==> src/ddr2_core_pkg.sv <==
`default_nettype none
package ddr2_core_pkg;

    // ------------------------------------------------------------
    // widths and clocking
    // ------------------------------------------------------------
    localparam int ADDR_W      = 13;
    localparam int DQ_W        = 16;
    localparam int DQS_W       = 2;
    localparam int BANKS       = 4;
    localparam int TERM_LINES  = DQ_W + 2 * DQS_W + 2;   // dq, dqs, dqs_n, two masks
    localparam int AL_DEPTH    = 8;
    localparam int CLK_MHZ     = 100;
    // output enable delay after an enter-drive or exit command
    localparam int OIT_NS      = 12;
    localparam int OIT_CYC_RAW = (OIT_NS * CLK_MHZ + 999) / 1000;
    localparam logic [3:0] OIT_CYC = (OIT_CYC_RAW < 1) ? 4'h1 : 4'(OIT_CYC_RAW);

    // ------------------------------------------------------------
    // field positions of the mode registers
    // ------------------------------------------------------------
    localparam int AP_BIT      = 10;
    localparam int CAL_LO      = 7;
    localparam int CAL_HI      = 9;
    localparam int AL_LO       = 3;
    localparam int AL_HI       = 5;
    localparam int CL_LO       = 4;
    localparam int CL_HI       = 6;
    localparam int BL_LO       = 0;
    localparam int BL_HI       = 2;
    localparam int ODT_A       = 2;
    localparam int ODT_B       = 6;

    // ------------------------------------------------------------
    // encodings and reset values
    // ------------------------------------------------------------
    localparam logic [2:0] CAL_EXIT    = 3'h0;
    localparam logic [2:0] CAL_HIGH    = 3'h1;
    localparam logic [2:0] CAL_LOW     = 3'h2;
    localparam logic [2:0] CAL_ADJ     = 3'h4;
    localparam logic [2:0] CAL_DEFAULT = 3'h7;
    localparam logic [3:0] STEP_RESET  = 4'h8;
    localparam logic [3:0] STEP_MAX    = 4'hf;
    localparam logic [3:0] STEP_MIN    = 4'h0;
    localparam logic [1:0] BEAT_LAST   = 2'h3;
    localparam logic [2:0] BL_RESET    = 3'h2;
    localparam logic [2:0] CL_RESET    = 3'h3;
    localparam logic [2:0] AL_RESET    = 3'h0;

    typedef enum logic [2:0] {
        CMD_NONE  = 3'b000,
        CMD_ACT   = 3'b001,
        CMD_PRE   = 3'b010,
        CMD_READ  = 3'b011,
        CMD_WRITE = 3'b100,
        CMD_MRS   = 3'b101,
        CMD_EMRS1 = 3'b110,
        CMD_OTHER = 3'b111
    } cmd_t;

    typedef enum logic [2:0] {
        MODE_OFF     = 3'b000,
        MODE_HIGH    = 3'b001,
        MODE_LOW     = 3'b010,
        MODE_ADJ     = 3'b011,
        MODE_DEFAULT = 3'b100
    } cal_mode_t;

    typedef struct packed {
        logic              cs_n;
        logic              ras_n;
        logic              cas_n;
        logic              we_n;
        logic              bank_sel_hi;
        logic              bank_sel_lo;
        logic [ADDR_W-1:0] addr;
    } cmd_pins_t;

    typedef struct packed {
        logic              valid;
        logic              write;
        logic [1:0]        bank;
        logic [ADDR_W-1:0] col;
    } col_cmd_t;

endpackage
`default_nettype wire

==> src/ddr2_cmd_ocd_odt_core.sv <==
`default_nettype none
// Notes on behaviour
// - drive-high: data, strobes high, complements low
// - calibration field 000/001/010/100/111 decoded
// - beats three/two pull-up, one/zero pull-down
// - one strength setting for all data lines
// - sixteen-step saturating counters, reset step 8
// - code sampled at write latency, fixed order
// - outputs switch one enable delay after command
// - termination follows control pin, off in self-refresh
// - precharge decode closes an open bank
// - auto-precharge bit all banks, else bank pair
// - deselect and nop let work continue
// - activate decode opens one of four banks
// - read decode after activate, mode-register latency
// - write decode after activate, mode-register burst
// - column commands held for additive latency
// - extended register one write captures address pins
module ddr2_cmd_ocd_odt_core
    import ddr2_core_pkg::*;
(
    // clock and reset
    input  wire logic                  ref_clk,
    input  wire logic                  rstn,
    // command pins, sampled on link clock rises; termination and self-refresh pins every ref_clk cycle
    input  wire logic                  ck,
    input  wire cmd_pins_t             cmd_pins,
    input  wire logic                  termination_ctrl,
    input  wire logic                  self_refresh,
    // data pins
    input  wire logic [DQ_W-1:0]       dq_in,
    output logic      [DQ_W-1:0]       dq_out,
    output logic      [DQ_W-1:0]       dq_oe,
    output logic      [DQS_W-1:0]      dqs_out,
    output logic      [DQS_W-1:0]      dqs_n_out,
    output logic      [DQS_W-1:0]      dqs_oe,
    // termination per line
    output logic      [TERM_LINES-1:0] term_en,
    // driver calibration state
    output cal_mode_t                  cal_mode,
    output logic      [3:0]            pullup_step,
    output logic      [3:0]            pulldown_step,
    // bank and column state
    output logic      [BANKS-1:0]      bank_open,
    output col_cmd_t                   col_launch,
    output logic      [2:0]            burst_length,
    output logic      [2:0]            additive_latency,
    output logic      [3:0]            read_latency,
    output logic      [3:0]            write_latency
);

    // ------------------------------------------------------------
    // reset release and input synchronisers
    // ------------------------------------------------------------
    logic [1:0]      rst_pipe;
    logic            rst_n;
    logic            ck_meta, ck_sync, ck_prev;
    cmd_pins_t       pins_meta, pins;
    logic            term_meta, term_sync, sr_meta, sr_sync;
    logic [DQ_W-1:0] dq_meta, dq_sync;
    logic            ck_rise, ck_fall;

    always_ff @(posedge ref_clk or negedge rstn) begin
        if (!rstn) begin
            rst_pipe <= 2'h0;
        end else begin
            rst_pipe <= {rst_pipe[0], 1'b1};
        end
    end
    assign rst_n = rst_pipe[1];

    always_ff @(posedge ref_clk or negedge rst_n) begin
        if (!rst_n) begin
            ck_meta   <= 1'b0;
            ck_sync   <= 1'b0;
            ck_prev   <= 1'b0;
            pins_meta <= '1;
            pins      <= '1;
            term_meta <= 1'b0;
            term_sync <= 1'b0;
            sr_meta   <= 1'b0;
            sr_sync   <= 1'b0;
            dq_meta   <= '0;
            dq_sync   <= '0;
        end else begin
            ck_meta   <= ck;
            ck_sync   <= ck_meta;
            ck_prev   <= ck_sync;
            pins_meta <= cmd_pins;
            pins      <= pins_meta;
            term_meta <= termination_ctrl;
            term_sync <= term_meta;
            sr_meta   <= self_refresh;
            sr_sync   <= sr_meta;
            dq_meta   <= dq_in;
            dq_sync   <= dq_meta;
        end
    end
    assign ck_rise = ck_sync & ~ck_prev;
    assign ck_fall = ~ck_sync & ck_prev;

    // ------------------------------------------------------------
    // command decode
    // ------------------------------------------------------------
    cmd_t       cmd;
    logic [1:0] bank_idx;
    logic [2:0] cal_field;

    always_comb begin
        cmd = CMD_NONE;
        if (ck_rise && !pins.cs_n) begin
            case ({pins.ras_n, pins.cas_n, pins.we_n})
                3'b011:  cmd = CMD_ACT;
                3'b010:  cmd = CMD_PRE;
                3'b101:  cmd = CMD_READ;
                3'b100:  cmd = CMD_WRITE;
                3'b000:  begin
                    if (!pins.bank_sel_hi && pins.bank_sel_lo) begin
                        cmd = CMD_EMRS1;
                    end else if (!pins.bank_sel_hi && !pins.bank_sel_lo) begin
                        cmd = CMD_MRS;
                    end else begin
                        cmd = CMD_OTHER;
                    end
                end
                3'b111:  cmd = CMD_NONE;
                default: cmd = CMD_OTHER;
            endcase
        end
    end
    // bank pair maps 00 A, 10 B, 01 C, 11 D
    assign bank_idx  = {pins.bank_sel_lo, pins.bank_sel_hi};
    assign cal_field = pins.addr[CAL_HI:CAL_LO];

    // ------------------------------------------------------------
    // mode registers and latencies
    // ------------------------------------------------------------
    logic [2:0] column_latency;
    logic       odt_enabled;

    always_ff @(posedge ref_clk or negedge rst_n) begin
        if (!rst_n) begin
            burst_length     <= BL_RESET;
            column_latency   <= CL_RESET;
            additive_latency <= AL_RESET;
            odt_enabled      <= 1'b0;
            read_latency     <= 4'(CL_RESET) + 4'(AL_RESET);
            write_latency    <= 4'(CL_RESET) + 4'(AL_RESET) - 4'h1;
        end else begin
            if (cmd == CMD_MRS) begin
                burst_length   <= pins.addr[BL_HI:BL_LO];
                column_latency <= pins.addr[CL_HI:CL_LO];
            end
            if (cmd == CMD_EMRS1) begin
                additive_latency <= pins.addr[AL_HI:AL_LO];
                odt_enabled      <= pins.addr[ODT_A] | pins.addr[ODT_B];
            end
            read_latency  <= 4'(column_latency) + 4'(additive_latency);
            write_latency <= 4'(column_latency) + 4'(additive_latency) - 4'h1;
        end
    end

    // ------------------------------------------------------------
    // bank state
    // ------------------------------------------------------------
    always_ff @(posedge ref_clk or negedge rst_n) begin
        if (!rst_n) begin
            bank_open <= '0;
        end else if (cmd == CMD_ACT) begin
            bank_open[bank_idx] <= 1'b1;
        end else if (cmd == CMD_PRE) begin
            if (pins.addr[AP_BIT]) begin
                bank_open <= '0;
            end else begin
                bank_open[bank_idx] <= 1'b0;
            end
        end
    end

    // ------------------------------------------------------------
    // posted column commands
    // ------------------------------------------------------------
    // one stage per link clock; the tap chosen by additive latency
    col_cmd_t col_new;
    col_cmd_t col_pipe [AL_DEPTH];

    always_comb begin
        col_new       = '0;
        col_new.valid = ((cmd == CMD_READ) || (cmd == CMD_WRITE)) && bank_open[bank_idx];
        col_new.write = (cmd == CMD_WRITE);
        col_new.bank  = bank_idx;
        col_new.col   = pins.addr;
    end

    genvar gi;
    generate
        for (gi = 0; gi < AL_DEPTH; gi++) begin : g_post
            always_ff @(posedge ref_clk or negedge rst_n) begin
                if (!rst_n) begin
                    col_pipe[gi] <= '0;
                end else if (ck_rise) begin
                    col_pipe[gi] <= (gi == 0) ? col_new : col_pipe[(gi == 0) ? 0 : gi - 1];
                end
            end
        end
    endgenerate

    always_ff @(posedge ref_clk or negedge rst_n) begin
        if (!rst_n) begin
            col_launch <= '0;
        end else if (!ck_rise) begin
            col_launch <= '0;
        end else if (additive_latency == AL_RESET) begin
            col_launch <= col_new;
        end else begin
            col_launch <= col_pipe[additive_latency - 3'h1];
        end
    end

    // ------------------------------------------------------------
    // calibration mode and drive timing
    // ------------------------------------------------------------
    logic [3:0] oit_cnt;
    logic       drive_on, drive_high;

    always_ff @(posedge ref_clk or negedge rst_n) begin
        if (!rst_n) begin
            cal_mode <= MODE_OFF;
        end else if (cmd == CMD_EMRS1) begin
            case (cal_field)
                CAL_EXIT:    cal_mode <= MODE_OFF;
                CAL_HIGH:    cal_mode <= MODE_HIGH;
                CAL_LOW:     cal_mode <= MODE_LOW;
                CAL_ADJ:     cal_mode <= MODE_ADJ;
                CAL_DEFAULT: cal_mode <= MODE_DEFAULT;
                default:     cal_mode <= cal_mode;
            endcase
        end
    end

    always_ff @(posedge ref_clk or negedge rst_n) begin
        if (!rst_n) begin
            oit_cnt    <= 4'h0;
            drive_on   <= 1'b0;
            drive_high <= 1'b0;
        end else if (cmd == CMD_EMRS1 && (cal_field == CAL_HIGH || cal_field == CAL_LOW ||
                                          cal_field == CAL_EXIT)) begin
            oit_cnt <= OIT_CYC;
        end else if (oit_cnt != 4'h0) begin
            oit_cnt <= oit_cnt - 4'h1;
            if (oit_cnt == 4'h1) begin
                drive_on   <= (cal_mode == MODE_HIGH) || (cal_mode == MODE_LOW);
                drive_high <= (cal_mode == MODE_HIGH);
            end
        end
    end

    always_ff @(posedge ref_clk or negedge rst_n) begin
        if (!rst_n) begin
            dq_out    <= '0;
            dq_oe     <= '0;
            dqs_out   <= '0;
            dqs_n_out <= '0;
            dqs_oe    <= '0;
        end else begin
            dq_out    <= {DQ_W{drive_high}};
            dqs_out   <= {DQS_W{drive_high}};
            dqs_n_out <= {DQS_W{~drive_high}};
            dq_oe     <= {DQ_W{drive_on}};
            dqs_oe    <= {DQS_W{drive_on}};
        end
    end

    // ------------------------------------------------------------
    // adjustment code capture and step counters
    // ------------------------------------------------------------
    // beats land on both link edges, so a falling-edge detect is needed
    logic       adj_wait, adj_take;
    logic [3:0] adj_cnt;
    logic [1:0] beat;
    logic [3:0] code;
    logic       apply;

    always_ff @(posedge ref_clk or negedge rst_n) begin
        if (!rst_n) begin
            adj_wait <= 1'b0;
            adj_take <= 1'b0;
            adj_cnt  <= 4'h0;
            beat     <= 2'h0;
            code     <= 4'h0;
            apply    <= 1'b0;
        end else begin
            apply <= 1'b0;
            if (cmd == CMD_EMRS1 && cal_field == CAL_ADJ) begin
                adj_wait <= 1'b1;
                adj_take <= 1'b0;
                adj_cnt  <= write_latency;
                beat     <= 2'h0;
            end else if (adj_wait && ck_rise) begin
                if (adj_cnt <= 4'h1) begin
                    adj_wait <= 1'b0;
                    adj_take <= 1'b1;
                    code[0]  <= dq_sync[0];
                    beat     <= 2'h1;
                end else begin
                    adj_cnt <= adj_cnt - 4'h1;
                end
            end else if (adj_take && (ck_rise || ck_fall)) begin
                code[beat] <= dq_sync[0];
                beat       <= beat + 2'h1;
                if (beat == BEAT_LAST) begin
                    adj_take <= 1'b0;
                    apply    <= 1'b1;
                end
            end
        end
    end

    // one pair of counters serves every data line
    always_ff @(posedge ref_clk or negedge rst_n) begin
        if (!rst_n) begin
            pullup_step   <= STEP_RESET;
            pulldown_step <= STEP_RESET;
        end else if (cmd == CMD_EMRS1 && cal_field == CAL_DEFAULT) begin
            pullup_step   <= STEP_RESET;
            pulldown_step <= STEP_RESET;
        end else if (apply && !(code[3] && code[2]) && !(code[1] && code[0])) begin
            if (code[3] && pullup_step != STEP_MAX) begin
                pullup_step <= pullup_step + 4'h1;
            end else if (code[2] && pullup_step != STEP_MIN) begin
                pullup_step <= pullup_step - 4'h1;
            end
            if (code[1] && pulldown_step != STEP_MAX) begin
                pulldown_step <= pulldown_step + 4'h1;
            end else if (code[0] && pulldown_step != STEP_MIN) begin
                pulldown_step <= pulldown_step - 4'h1;
            end
        end
    end

    // ------------------------------------------------------------
    // termination
    // ------------------------------------------------------------
    generate
        for (gi = 0; gi < TERM_LINES; gi++) begin : g_term
            always_ff @(posedge ref_clk or negedge rst_n) begin
                if (!rst_n) begin
                    term_en[gi] <= 1'b0;
                end else begin
                    term_en[gi] <= term_sync && odt_enabled && !sr_sync;
                end
            end
        end
    endgenerate

endmodule // ddr2_cmd_ocd_odt_core
`default_nettype wire

==> config.mk <==
export PLATFORM = sky130hd
export DESIGN_NAME = ddr2_cmd_ocd_odt_core
export DESIGN_NICKNAME = d
export VERILOG_FILES = /design/src/ddr2_core_pkg.sv /design/src/ddr2_cmd_ocd_odt_core.sv
export SDC_FILE = /design/constraint.sdc
export NUM_CORES = 1
export LEC_CHECK = 0
export BUFFER_PORTS_ARGS = -buffer_cell sky130_fd_sc_hd__buf_4
export CAP_MARGIN = 20
export CORE_MARGIN = 5
export CORE_UTILIZATION = 30
export DETAILED_ROUTE_END_ITERATION = 8
export PLACE_DENSITY = 0.53
export SLEW_MARGIN = 20
export SYNTH_ARGS = -nofsm -noshare
export SYNTH_HDL_FRONTEND = slang
export SYNTH_SLANG_ARGS = --single-unit
==> constraint.sdc <==
create_clock -name ref_clk -period 7.7 [get_ports ref_clk]
set_input_delay 0.385 -clock ref_clk [delete_from_list [all_inputs] [get_ports ref_clk]]
set_output_delay 0.385 -clock ref_clk [all_outputs]
set_load 0.05 [all_outputs]
# After elaboration in Yosys (flattened, before gate mapping)
# Index checks and enable logic that the tools add are counted.
[classes]
add_sub_neg = 10
multipliers = 0
div = 0
order_cmp = 6
n_eq_ne = 24
shifts = 0
n_mux = 52
bitwise_logic = 13
reduce_logical = 59
[ops]
columns = ["cell", "count"]
rows = [
  ["$mux W17", 4],
  ["$mux W4", 16],
  ["$bmux W17 S3", 1],
  ["$eq A3 B3 Y1 const B", 8],
  ["$logic_and A1 B1 Y1", 21],
  ["$sub A4 B1 Y4 const B", 5],
  ["$eq A3 B2 Y1 const B", 6],
  ["$mux W1", 18],
  ["$pmux W3 S6", 1],
  ["$pmux W3 S5", 1],
  ["$mux W2", 6],
  ["$reduce_and A2 Y1", 6],
  ["$reduce_and A3 Y1", 4],
  ["$reduce_bool A2 Y1", 6],
  ["$reduce_bool A3 Y1", 4],
  ["$reduce_bool A4 Y1", 3],
  ["$eq A3 B1 Y1 const B", 3],
  ["$logic_not A3 Y1", 3],
  ["$add A4 B1 Y4 const B", 2],
  ["$ne A4 B4 Y1 const B", 2],
  ["$logic_not A1 Y1", 6],
  ["$lt A2 B3 Y1 const B", 2],
  ["$not A1 Y1", 6],
  ["$logic_or A1 B1 Y1", 5],
  ["22 further kinds", 25],
]
[totals]
register_bits = 260
latchBits = 0
mem_bits_rw = 0
rom_bits = 0
input_bits = 40
out_inout_bits = 106
wordCells = 250
memories = 0

# Depth between registers and ports, before layout
# Gate-level depths: netlist of the first run.
[depth]
depth_word = 11
depth_mapped = 9
depth_no_buf = 7

# Worst setup path before layout of the first run
# Ideal clock, no wire load.
[synth_path]
path_type = "reg-to-reg"
start = "register additive_latency[0]"
end = "register col_launch[1] (netlist name)"
arrival_ns = 2.668
slack_ns = 4.891
path_stages_with_launch = 10
synth_period_minus_slack_ns = 2.809
cell_sequence = "dfrtp_1 > buf_2 > buf_2 > inv_1 > ha_1 > clkbuf_1 > buf_1 > mux4_2 > nand2_1 > a31oi_1"
[synth_between]
elab_chain_cells = 7
word_cells_on_any_way = 8
[synth_lines]
columns = ["item", "line_no", "text"]
rows = [
  ["start: declaration", "ddr2_cmd_ocd_odt_core.sv:47", "output logic [2:0] additive_latency,"],
  ["start signal: assignment", "ddr2_cmd_ocd_odt_core.sv:155", "additive_latency <= pins.addr[AL_HI:AL_LO];"],
  ["$sub A3 B1 Y3", "ddr2_cmd_ocd_odt_core.sv:216", "col_launch <= col_pipe[additive_latency - 3'h1];"],
  ["$not A3 Y4 (implied by the code)", "ddr2_cmd_ocd_odt_core.sv:216", ""],
  ["$bmux W17 S3", "ddr2_cmd_ocd_odt_core.sv:216", ""],
  ["$mux W17 (implied by the code) (2 in a row)", "ddr2_cmd_ocd_odt_core.sv:216", ""],
  ["$mux W17 *", "ddr2_cmd_ocd_odt_core.sv:213", "end else if (additive_latency == AL_RESET) begin"],
  ["$mux W17 *", "ddr2_cmd_ocd_odt_core.sv:211", "end else if (!ck_rise) begin"],
  ["end signal: assignment", "ddr2_cmd_ocd_odt_core.sv:214", "col_launch <= col_new;"],
  ["end signal: assignment", "ddr2_cmd_ocd_odt_core.sv:216", ""],
  ["end: declaration", "ddr2_cmd_ocd_odt_core.sv:45", "output col_cmd_t col_launch,"],
]
# Every way passes the cells marked *; elsewhere a longest branch is shown, timed or not. The select of a mux whose other input is x is not followed.
# A chain may end at the register's enable or synchronous reset.

# Worst setup path after layout of the first run
[layout_path]
start = "register ck_prev"
end = "register cal_mode[0]"
[layout_between]
elab_chain_cells = 6
[layout_lines]
columns = ["item", "line_no", "text"]
rows = [
  ["start: declaration", "ddr2_cmd_ocd_odt_core.sv:57", "logic ck_meta, ck_sync, ck_prev;"],
  ["start signal: assignment", "ddr2_cmd_ocd_odt_core.sv:88", "ck_prev <= ck_sync;"],
  ["$not A1 Y1", "ddr2_cmd_ocd_odt_core.sv:99", "assign ck_rise = ck_sync & ~ck_prev;"],
  ["$and A1 B1 Y1", "ddr2_cmd_ocd_odt_core.sv:99", ""],
  ["$logic_and A1 B1 Y1", "ddr2_cmd_ocd_odt_core.sv:111", "if (ck_rise && !pins.cs_n) begin"],
  ["$mux W3", "ddr2_cmd_ocd_odt_core.sv:111", ""],
  ["$eq A3 B3 Y1", "ddr2_cmd_ocd_odt_core.sv:229", "end else if (cmd == CMD_EMRS1) begin"],
  ["$reduce_and A2 Y1 (no line)", "n/a", ""],
  ["end signal: assignment", "ddr2_cmd_ocd_odt_core.sv:236", "default: cal_mode <= cal_mode;"],
  ["end: declaration", "ddr2_cmd_ocd_odt_core.sv:40", "output cal_mode_t cal_mode,"],
]
# No other way between the ends.

==> results of run 1 <==
## where the power goes
group	leakage (nW)	total [mW]	switching, mW	internal [mW]
registers	3.14	1.90	0.217	1.68
clock network	0.446	1.34	0.524	0.812
logic	2.38	0.924	0.452	0.472
total	5.97	4.16	1.19	2.96
## layer usage
metal	global-route usage (%)	vias to the layer above	share of wire [%]	wire, um
met5	0	-	0	0
met1	15.9	3376	49	10900
li1	-	3046	-	-
met4	2.42	0	2.0	444
met3	1.71	35	4.0	893
met2	16.5	109	45	10000
## sequential cells by signal, summed over array words and instances, names as in the netlist, 10 cells and up
name / cells
pins_meta: 19
col_launch: 17
col_pipe: 136
col_new: 10
## timing repair
action,4_1_cts,5_1_grt
buffers inserted,0,0
hold endpoints to repair,25,0
hold buffers,24,0
## cells in the final DEF (no fill, tap or decap), types with 4 or more instances in the layout
cell type / netlist / routed
a21o_1: 8 / 8
a21oi_1: 20 / 20
a31oi_1: 18 / 18
and3_1: 5 / 5
buf_4: 57 / 136
bufinv_16: 0 / 4
clkbuf_1: 28 / 9
clkbuf_16: 0 / 27
clkinv_2: 0 / 4
dfrtp_1: 212 / 210
dfstp_2: 46 / 46
dlygate4sd3_1: 0 / 24
fa_1: 4 / 4
ha_1: 19 / 17
inv_1: 16 / 16
mux2_2: 149 / 149
mux4_2: 35 / 35
nand2_1: 49 / 49
nand2b_1: 6 / 6
nand3_1: 11 / 11
nor2_1: 16 / 16
nor2b_1: 7 / 7
nor3_1: 7 / 7
nor3b_1: 5 / 5
o21ai_0: 27 / 27
or3_1: 4 / 4
xnor2_1: 6 / 6
xor2_1: 7 / 6
## metrics by stage
step | cell area, um2 | utilization (%) | power [mW] | hold slack (ps)
3_5_place_dp | 12500 | 33.3 | 2.85 | 168
3_3_place_gp | 12500 | 33.3 | 2.83 | 168
4_1_cts | 13600 | 36.4 | 4.23 | 146
5_1_grt | 13600 | 36.4 | 4.39 | 161
6_report | 13600 | 36.4 | 4.16 | 170
2_1_floorplan | 11400 | - | 2.62 | 89.4
## layout make-up
type	instances	area, um2
Clock inverter	11	165
Inverter	16	60.1
Sequential cell	258	6520
Tap cell	511	639
Clock buffer	39	751
Timing Repair Buffer	161	1280
Fill cell	3686	23800
Multi-Input combinational cell	446	4230
## worst paths after layout
| kind | start | endpoint | slack (ps) |
|---|---|---|---|
| max | ck_prev$_DFF_PN0_ | cal_mode[0]$_DFFE_PN0P_ | 4800 |
| min | rstn | rst_pipe[1]$_DFF_PN0_ | 170 |
| max reg2reg | ck_prev$_DFF_PN0_ | cal_mode[0]$_DFFE_PN0P_ | 4800 |
| min reg2reg | dq_meta[0]$_DFF_PN0_ | dq_sync[0]$_DFF_PN0_ | 350 |
| max in group asynchronous | rst_pipe[1]$_DFF_PN0_ | col_launch[3]$_DFF_PN0_ | 6050 |
| min in group ref_clk | dq_meta[0]$_DFF_PN0_ | dq_sync[0]$_DFF_PN0_ | 350 |
## kinds of logic (layout without fill, tap and decap cells)
group,count (synthesis),in the layout,synth area share [%]
flip-flops,258,258,57.4
multiplexers,189,189,22.2
XOR/XNOR,13,13,1.00
buffers and inverters,110,227,5.60
AND/OR/NAND/NOR,131,131,6.19
AO/OA/AOI/OAI,89,89,4.77
adder cells (fa/ha/maj),23,23,2.80
other,1,1,0.0330
==> out/metrics.csv, run 1 <==
metric,value,unit
status,"complete, no violations",
finClkSkew,14.1,ps
pre_cts_ws,4720,ps
yosys_warnings,0,
critical-path-top-delay-family,simple AND/OR/NAND/NOR gates,
arrival,3310,ps
vias,6566,
leakage,5.97,nW
ys_seq_area_share,57.4,%
powerDensity,305,nW/um2
post-place-cells,1368,
gp_congestion,0.751,
cp.required,8110,ps
syn_inst,814,
rsz0062_at_grt,false,
cts_root_buf,clkbuf_16,
core.rowCount,71,
antenna_found_initial,0,
endpoint_kind,flop,
clkSlewWorstSetupHoldPaths,60,ps
setup_ws,4800,ps
core-area,37500,um2
ys_seq_elements,258,
drt_pass1_iterations,5,
area_growth_syn_to_layout,20.2,%
dieArea,41800,um2
dp_hpwl,14.1,mm
port_buffers,130,
cts.repair.resized,0,
period_needed,2900,ps
drc,0,
finalHoldViolations,0,
cts_sinks,258,
drive_above_1_share,45.4,%
tightestPinTransition,1110,ps
wire_per_inst,15.5,um
postSynthAreaPerCell,13.9,um2
diodes,0,
grt_first_pass_wirelength,36.7,mm
post-route-period-util,37.7,%
drv_cap,0,
start_util,30.3,%
reg2regPathDepth,6,
io_pins,146,
synth.top_cell.area_share,46.7,%
gr-total-overflow,0,
relSlewSlack,26.1,%
synth_commonest_cells,"dfrtp_1 (212), mux2_2 (149), buf_4 (57)",
clock_latency,530,ps
yosysMostFrequentCell,dfrtp_1,
drt_wl_total,22.3,mm
netlist_top_cells_area,"dfrtp_1 (47%), mux2_2 (15%), dfstp_2 (11%)",
viasPerCell,4.55,
cts_inserted_buffers,27,
cts_tree,yes,
grt_max_degree,137,
synth_top_area_cell,dfrtp_1,
final_cells,1442,
synth.distinct_cells,50,
first_iter_violations,361,
grtUsageTotal,10.7,%
netlist_area,11400,um2
cp-start-kind,flop,
critical_path_class,flop to flop,
setup_viol,0,
die_h,205,um
hold_path_class,primary input to async pin,
clockBufferDepth,3,
fin_nets,973,
cp_cell_sequence,"inv_1, ha_4, nor3b_2, nand3_1, a21oi_1, mux2_2",
path_max_fanout,72,
cp_slowest_stage_delay,700,ps
synth_edf_count,0,
cp_slowest_cell,ha_4,
vdd_ir_drop_max,0.000168,V
fin_tns_setup,0,ps
drtAntennaViolNets,0,
htreeDepth,1,
die_x,205,um
path_depth,6,
ys.flop_type,dfrtp_1,
synth_nets,877,
async_flop_share,100,%
fmax,345,MHz
grt_pass1_vias,6642,
finalMaxSlewViolations,0,
crit_buf_inv,1,
Power figures use the tool's default switching activity.
==> run 2: changes to the inputs <==
Clock period 7.7 ns to 2.5 ns, I/O delays scaled along.
==> run 2 against run 1 <==
Clock skew hardly changed. Utilization is 0.35 points higher. Combinational power grew to 3.1 times the previous value. Non-clock buffer count is 14 higher.
==> out/metrics.csv, run 2 (same netlist as run 1, synthesis figures left out) <==
metric,value,unit
cp-start-kind,flop,
clkSlewWorstSetupHoldPaths,60,ps
grtUsageTotal,10.9,%
grt_first_pass_wirelength,37.7,mm
path_max_fanout,5,
cts_tree,yes,
hold_path_class,primary input to flop,
fmax,436,MHz
dr_wl_met2,10.4,mm
post-place-cells,1381,
met1_length,11.0,mm
period_needed,2290,ps
pre_cts_ws,215,ps
gp_congestion,0.760,
top_regs,"col_pipe: 136 flops, pins_meta: 19 flops, col_launch: 17 flops",
p_total,12.7,mW
drt_pass1_iterations,4,
hold_slack,253,ps
finalMaxSlewViolations,0,
multiInputGateArea,4220,um2
tightestPinTransition,733,ps
arrival,2740,ps
cts_root_buf,clkbuf_16,
drv_cap,0,
fin_nets,987,
htreeDepth,1,
status,"complete, no violations",
cp.required,2950,ps
clockBufferDepth,3,
final.fill_count,3638,
regArea,6520,um2
viasPerCell,4.52,
core.rowCount,71,
cts_inserted_buffers,27,
setup_viol,0,
dpl_cell_area,12600,um2
finClkSkew,13.6,ps
grt_pass1_vias,6820,
leakage,6.04,nW
layout_commonest_cell,dfrtp_1,
vdd_ir_drop_max,0.000490,V
largest_reg_flops,136,
die_x,205,um
drtAntennaViolNets,0,
drc,0,
final_area,13800,um2
clock_latency,520,ps
powerDensity,923,nW/um2
first_iter_violations,339,
start_util,30.3,%
finalHoldViolations,0,
post-route-period-util,91.7,%
wire_per_inst,15.7,um
cts_sinks,258,
grt_max_degree,126,
port_buffers,130,
die_h,205,um
final_cell_mix,"dfrtp_1 (210), mux2_2 (149), buf_4 (144), nand2_1 (48), dfstp_2 (46)",
wl_met3,868,um
critical_path_class,flop to flop,
endpoint_kind,flop,
dr.max_layer_used,met4,
rsz0062_at_grt,false,
dp_hpwl,15.0,mm
setup_ws,208,ps
dieArea,41800,um2
relSlewSlack,50.7,%
final_cells,1455,
max_flop_register,col_pipe,
antenna_found_initial,0,
diodes,0,
drt_wl_total,22.9,mm
io_pins,146,
core-area,37500,um2
area_growth_syn_to_layout,21.3,%
gr-total-overflow,0,
vias,6581,
drive_above_1_share,46.3,%
-- run 2: cell count changes in the layout (fill, tap and decap cells not counted), moves of 2 or more --
cell       change
buf_12         +5
buf_4          +8
bufinv_16      -2
clkbuf_1       -3
clkbuf_8       +3
clkinv_2       +2
-- run 2: where the power goes --
part	internal [mW]	leakage, nW	switching [mW]
clock	2.37	0.435	1.60
combinational	1.49	2.47	1.40
sequential	5.17	3.14	0.681
-- run 2: repair_timing --
action                                 CTS  global route
resized for setup                        0             1
hold buffers                            25             0
endpoints found under the hold margin   25             0
buffers inserted                         0             0
setup endpoints to repair                0             1
-- run 2: worst max-delay path: stages, from the launching register on --
cell,delay [ps]
dfstp_2,570
nand4_1,220
nand2_2,180
ha_1,280
and3_1,190
a211o_1,260
a211oi_1,300
mux2i_1,220
-- run 2: final timing paths --
check | startpoint | endpoint | slack, ps | cells after the start
setup / recovery | pulldown_step[3]$_DFFE_PN1P_ | pulldown_step[3]$_DFFE_PN1P_ | 210 | 7
hold / removal | cmd_pins[1] | pins_meta[1]$_DFF_PN1_ | 250 | 2
min in group asynchronous | rst_pipe[1]$_DFF_PN0_ | col_launch[5]$_DFF_PN0_ | 330 | 0
hold reg to reg | rst_pipe[1]$_DFF_PN0_ | col_launch[5]$_DFF_PN0_ | 330 | 0
max in group asynchronous | rst_pipe[1]$_DFF_PN0_ | pulldown_step[3]$_DFFE_PN1P_ | 1410 | 1
setup reg to reg | pulldown_step[3]$_DFFE_PN1P_ | pulldown_step[3]$_DFFE_PN1P_ | 210 | 7
-- run 2: cell type report --
class / instances / area share [%]
Multi-Input combinational cell: 446 / 30.6
Clock inverter: 10 / 0.763
Clock buffer: 39 / 5.67
Timing Repair Buffer: 175 / 10.5
Tap cell: 511 / 4.64
Sequential cell: 258 / 47.3
Inverter: 16 / 0.436
-- run 2: routing by layer --
| layer | global-route usage (%) | up-vias |
|---|---|---|
| met1 | 16.0 | 3353 |
| met2 | 17.1 | 113 |
| met4 | 2.92 | 0 |
| met5 | 0 | - |
| met3 | 1.60 | 36 |
| li1 | - | 3079 |
-- run 2: stage by stage --
| step | setup TNS (ps) | utilization (%) |
|---|---|---|
| 4_1_cts | 0 | 36.7 |
| 2_1_floorplan | -13520 | - |
| 3_5_place_dp | 0 | 33.7 |
| 5_1_grt | 0 | 36.7 |
| 6_report | 0 | 36.7 |
| 3_3_place_gp | 0 | 33.7 |
==> run 3: changes to the inputs <==
Settings changed: ABC_AREA from default to 1, PLACE_DENSITY 0.53 to 0.52.
==> run 3 against run 2 <==
Clock skew down 4.1 ps. Sequential cell count unchanged. Global-route usage increased by 1.7 points. Via count rose by 31%. Hold slack lost 24 ps. Clock power rose by 9.3%. Die area increased by 1.9%. Sequential share of layout area decreased by 1.0 points. Maximum frequency up 6.3%.
==> out/metrics.csv, run 3 <==
metric,value,unit
pre_cts_ws,437,ps
critPathLaunch,additive_latency[0]$_DFFE_PN0N_,
cts_inserted_buffers,30,
max_flop_register,col_pipe,
endpoint_kind,output port,
synth_commonest_cells,"nand2_1 (327), dfrtp_1 (212), o21ai_0 (205)",
die_x,206,um
yosys_warnings,0,
start_util,30.2,%
ys_seq_area_share,56.3,%
ys.flop_type,dfrtp_1,
drt_wl_total,27.0,mm
r2r-start,ck_prev$_DFF_PN0_,
synth_edf_count,0,
io_pins,146,
reg2regPathDepth,9,
clockBufferDepth,3,
antenna_found_initial,0,
min_path_cells,2,
clock_latency,540,ps
drive_above_1_share,18.7,%
netlist_top_cells_area,"dfrtp_1 (46%), nand2_1 (11%), dfstp_2 (10%)",
period_needed,2160,ps
dieArea,42600,um2
cts.repair.resized,0,
synth_nets,1362,
arrival,2030,ps
fin_tns_setup,0,ps
finClkSkew,9.59,ps
cp-start-kind,flop,
viasPerCell,4.44,
yosysMostFrequentCell,nand2_1,
grtUsageTotal,12.6,%
rsz0062_at_grt,false,
cp.required,2380,ps
path_max_fanout,100,
first_iter_violations,463,
fmax,464,MHz
synth_top_area_cell,dfrtp_1,
cts_root_buf,clkbuf_16,
leakage,6.65,nW
layout_commonest_cell,nand2_1,
drt_pass1_iterations,5,
hold_slack,229,ps
drv_cap,0,
tightestPinTransition,968,ps
ys_seq_elements,258,
drtAntennaViolNets,0,
vias,8603,
area_growth_syn_to_layout,21.6,%
holdPathEnd,sr_meta$_DFF_PN0_,
finalHoldViolations,0,
setup_ws,344,ps
grt_pass1_vias,8552,
cts_tree,yes,
final_cell_mix,"nand2_1 (327), dfrtp_1 (210), o21ai_0 (205), buf_4 (147), inv_1 (126)",
relSlewSlack,35.4,%
vdd_ir_drop_max,0.000486,V
core-area,38400,um2
core.rowCount,72,
gr-total-overflow,0,
setup_viol,0,
port_buffers,130,
grt_first_pass_wirelength,44.8,mm
hp-start,self_refresh,
synth.top_cell.area_share,45.8,%
critical_path_class,flop to output port,
postSynthAreaPerCell,8.91,um2
largest_reg_flops,136,
post-route-period-util,86.2,%
diodes,0,
syn_inst,1299,
grt_max_degree,152,
drc,0,
finalMaxSlewViolations,0,
async_flop_share,100,%
wire_per_inst,13.9,um
hold_path_class,primary input to flop,
gp_congestion,0.802,
final_util,36.7,%
die_h,206,um
cts_sinks,258,
netlist_area,11600,um2
top_regs,"col_pipe: 136 flops, pins_meta: 19 flops, col_launch: 17 flops",
dp_hpwl,17.5,mm
powerDensity,813,nW/um2
clkSlewWorstSetupHoldPaths,60,ps
ff2ff_setup_slack,440,ps
reg2reg_to,oit_cnt[0]$_DFFE_PN0P_,
htreeDepth,1,
synth.distinct_cells,40,
status,"complete, no violations",
fin_nets,1459,
==> run 3: changes by cell type after synthesis, sizes merged, moves of 14 or more <==
cell    before  now
o211ai       2   16
mux2       151    0
nand3       11   79
nand2       49  329
nor2        16   42
mux4        35    0
a31oi       18    2
clkbuf      28   49
o21ai       27  208
a21oi       20   58
inv         16  130
==> run 3: through the flow <==
step / cell area, um2 / total power [mW] / instances
after floorplan: 11600 / 6.60 / 1299
after global placement: 12800 / 7.14 / 1857
after detailed placement: 12800 / 7.19 / 1857
after CTS: 14100 / 11.6 / 1938
after global routing: 14100 / 12.1 / 1938
final: 14100 / 11.4 / 1938
==> run 3: worst max-delay path by stage <==
stage / endpoint / cells past startpoint
floorplan: col_launch[16]$_DFF_PN0_ / 12
global placement: col_launch[5]$_DFF_PN0_ / 8
detailed placement: column_latency[1]$_DFFE_PN1N_ / 8
CTS: additive_latency[0] / 2
global route: additive_latency[0] / 2
finish: additive_latency[0] / 2
==> run 3: area by class of cell <==
type                    instances  area [um2]
inverters                     132         498
repair buffers                179        1490
clock inverters                 8        97.6
well taps                     518         648
flip-flops and latches        258        6520
multi-input cells             795        3920
clock buffers                  48         900
fillers                      3925       24300
==> run 3: cells by family (layout without fill, tap and decap cells) <==
logic type | count (synthesis) | after routing | share of synthesized area [%]
xor+xnor | 10 | 10 | 0.822
compound gates | 292 | 292 | 13.3
other cells | 1 | 1 | 0.0324
simple gates | 469 | 469 | 16.9
flops | 258 | 258 | 56.3
buf+inv | 246 | 367 | 9.97
fa+ha+maj | 23 | 23 | 2.75
==> run 3: metal layers <==
layer	wire length, um	track usage [%]	up-vias
met3	1220	1.95	30
met5	0	0	-
met1	12500	17.5	4088
li1	-	-	4335
met4	563	3.02	0
met2	12700	21.0	150
==> run 3: repair_timing <==
action / in CTS / in global routing
endpoints found under the hold margin: 25 / 0
buffers inserted: 0 / 0
hold buffers: 25 / 0
setup endpoints to repair: 0 / 0
==> run 3: worst max-delay path, cell delays in order, from the launching register on <==
cell and delay [ps]:
dfrtp_2 370, buf_4 750, buf_4 350
==> run 3: where the power goes <==
group,internal [mW],switching (mW)
Sequential,4.76,0.334
Combinational,0.658,1.36
Clock,2.66,1.68
Total,8.08,3.37
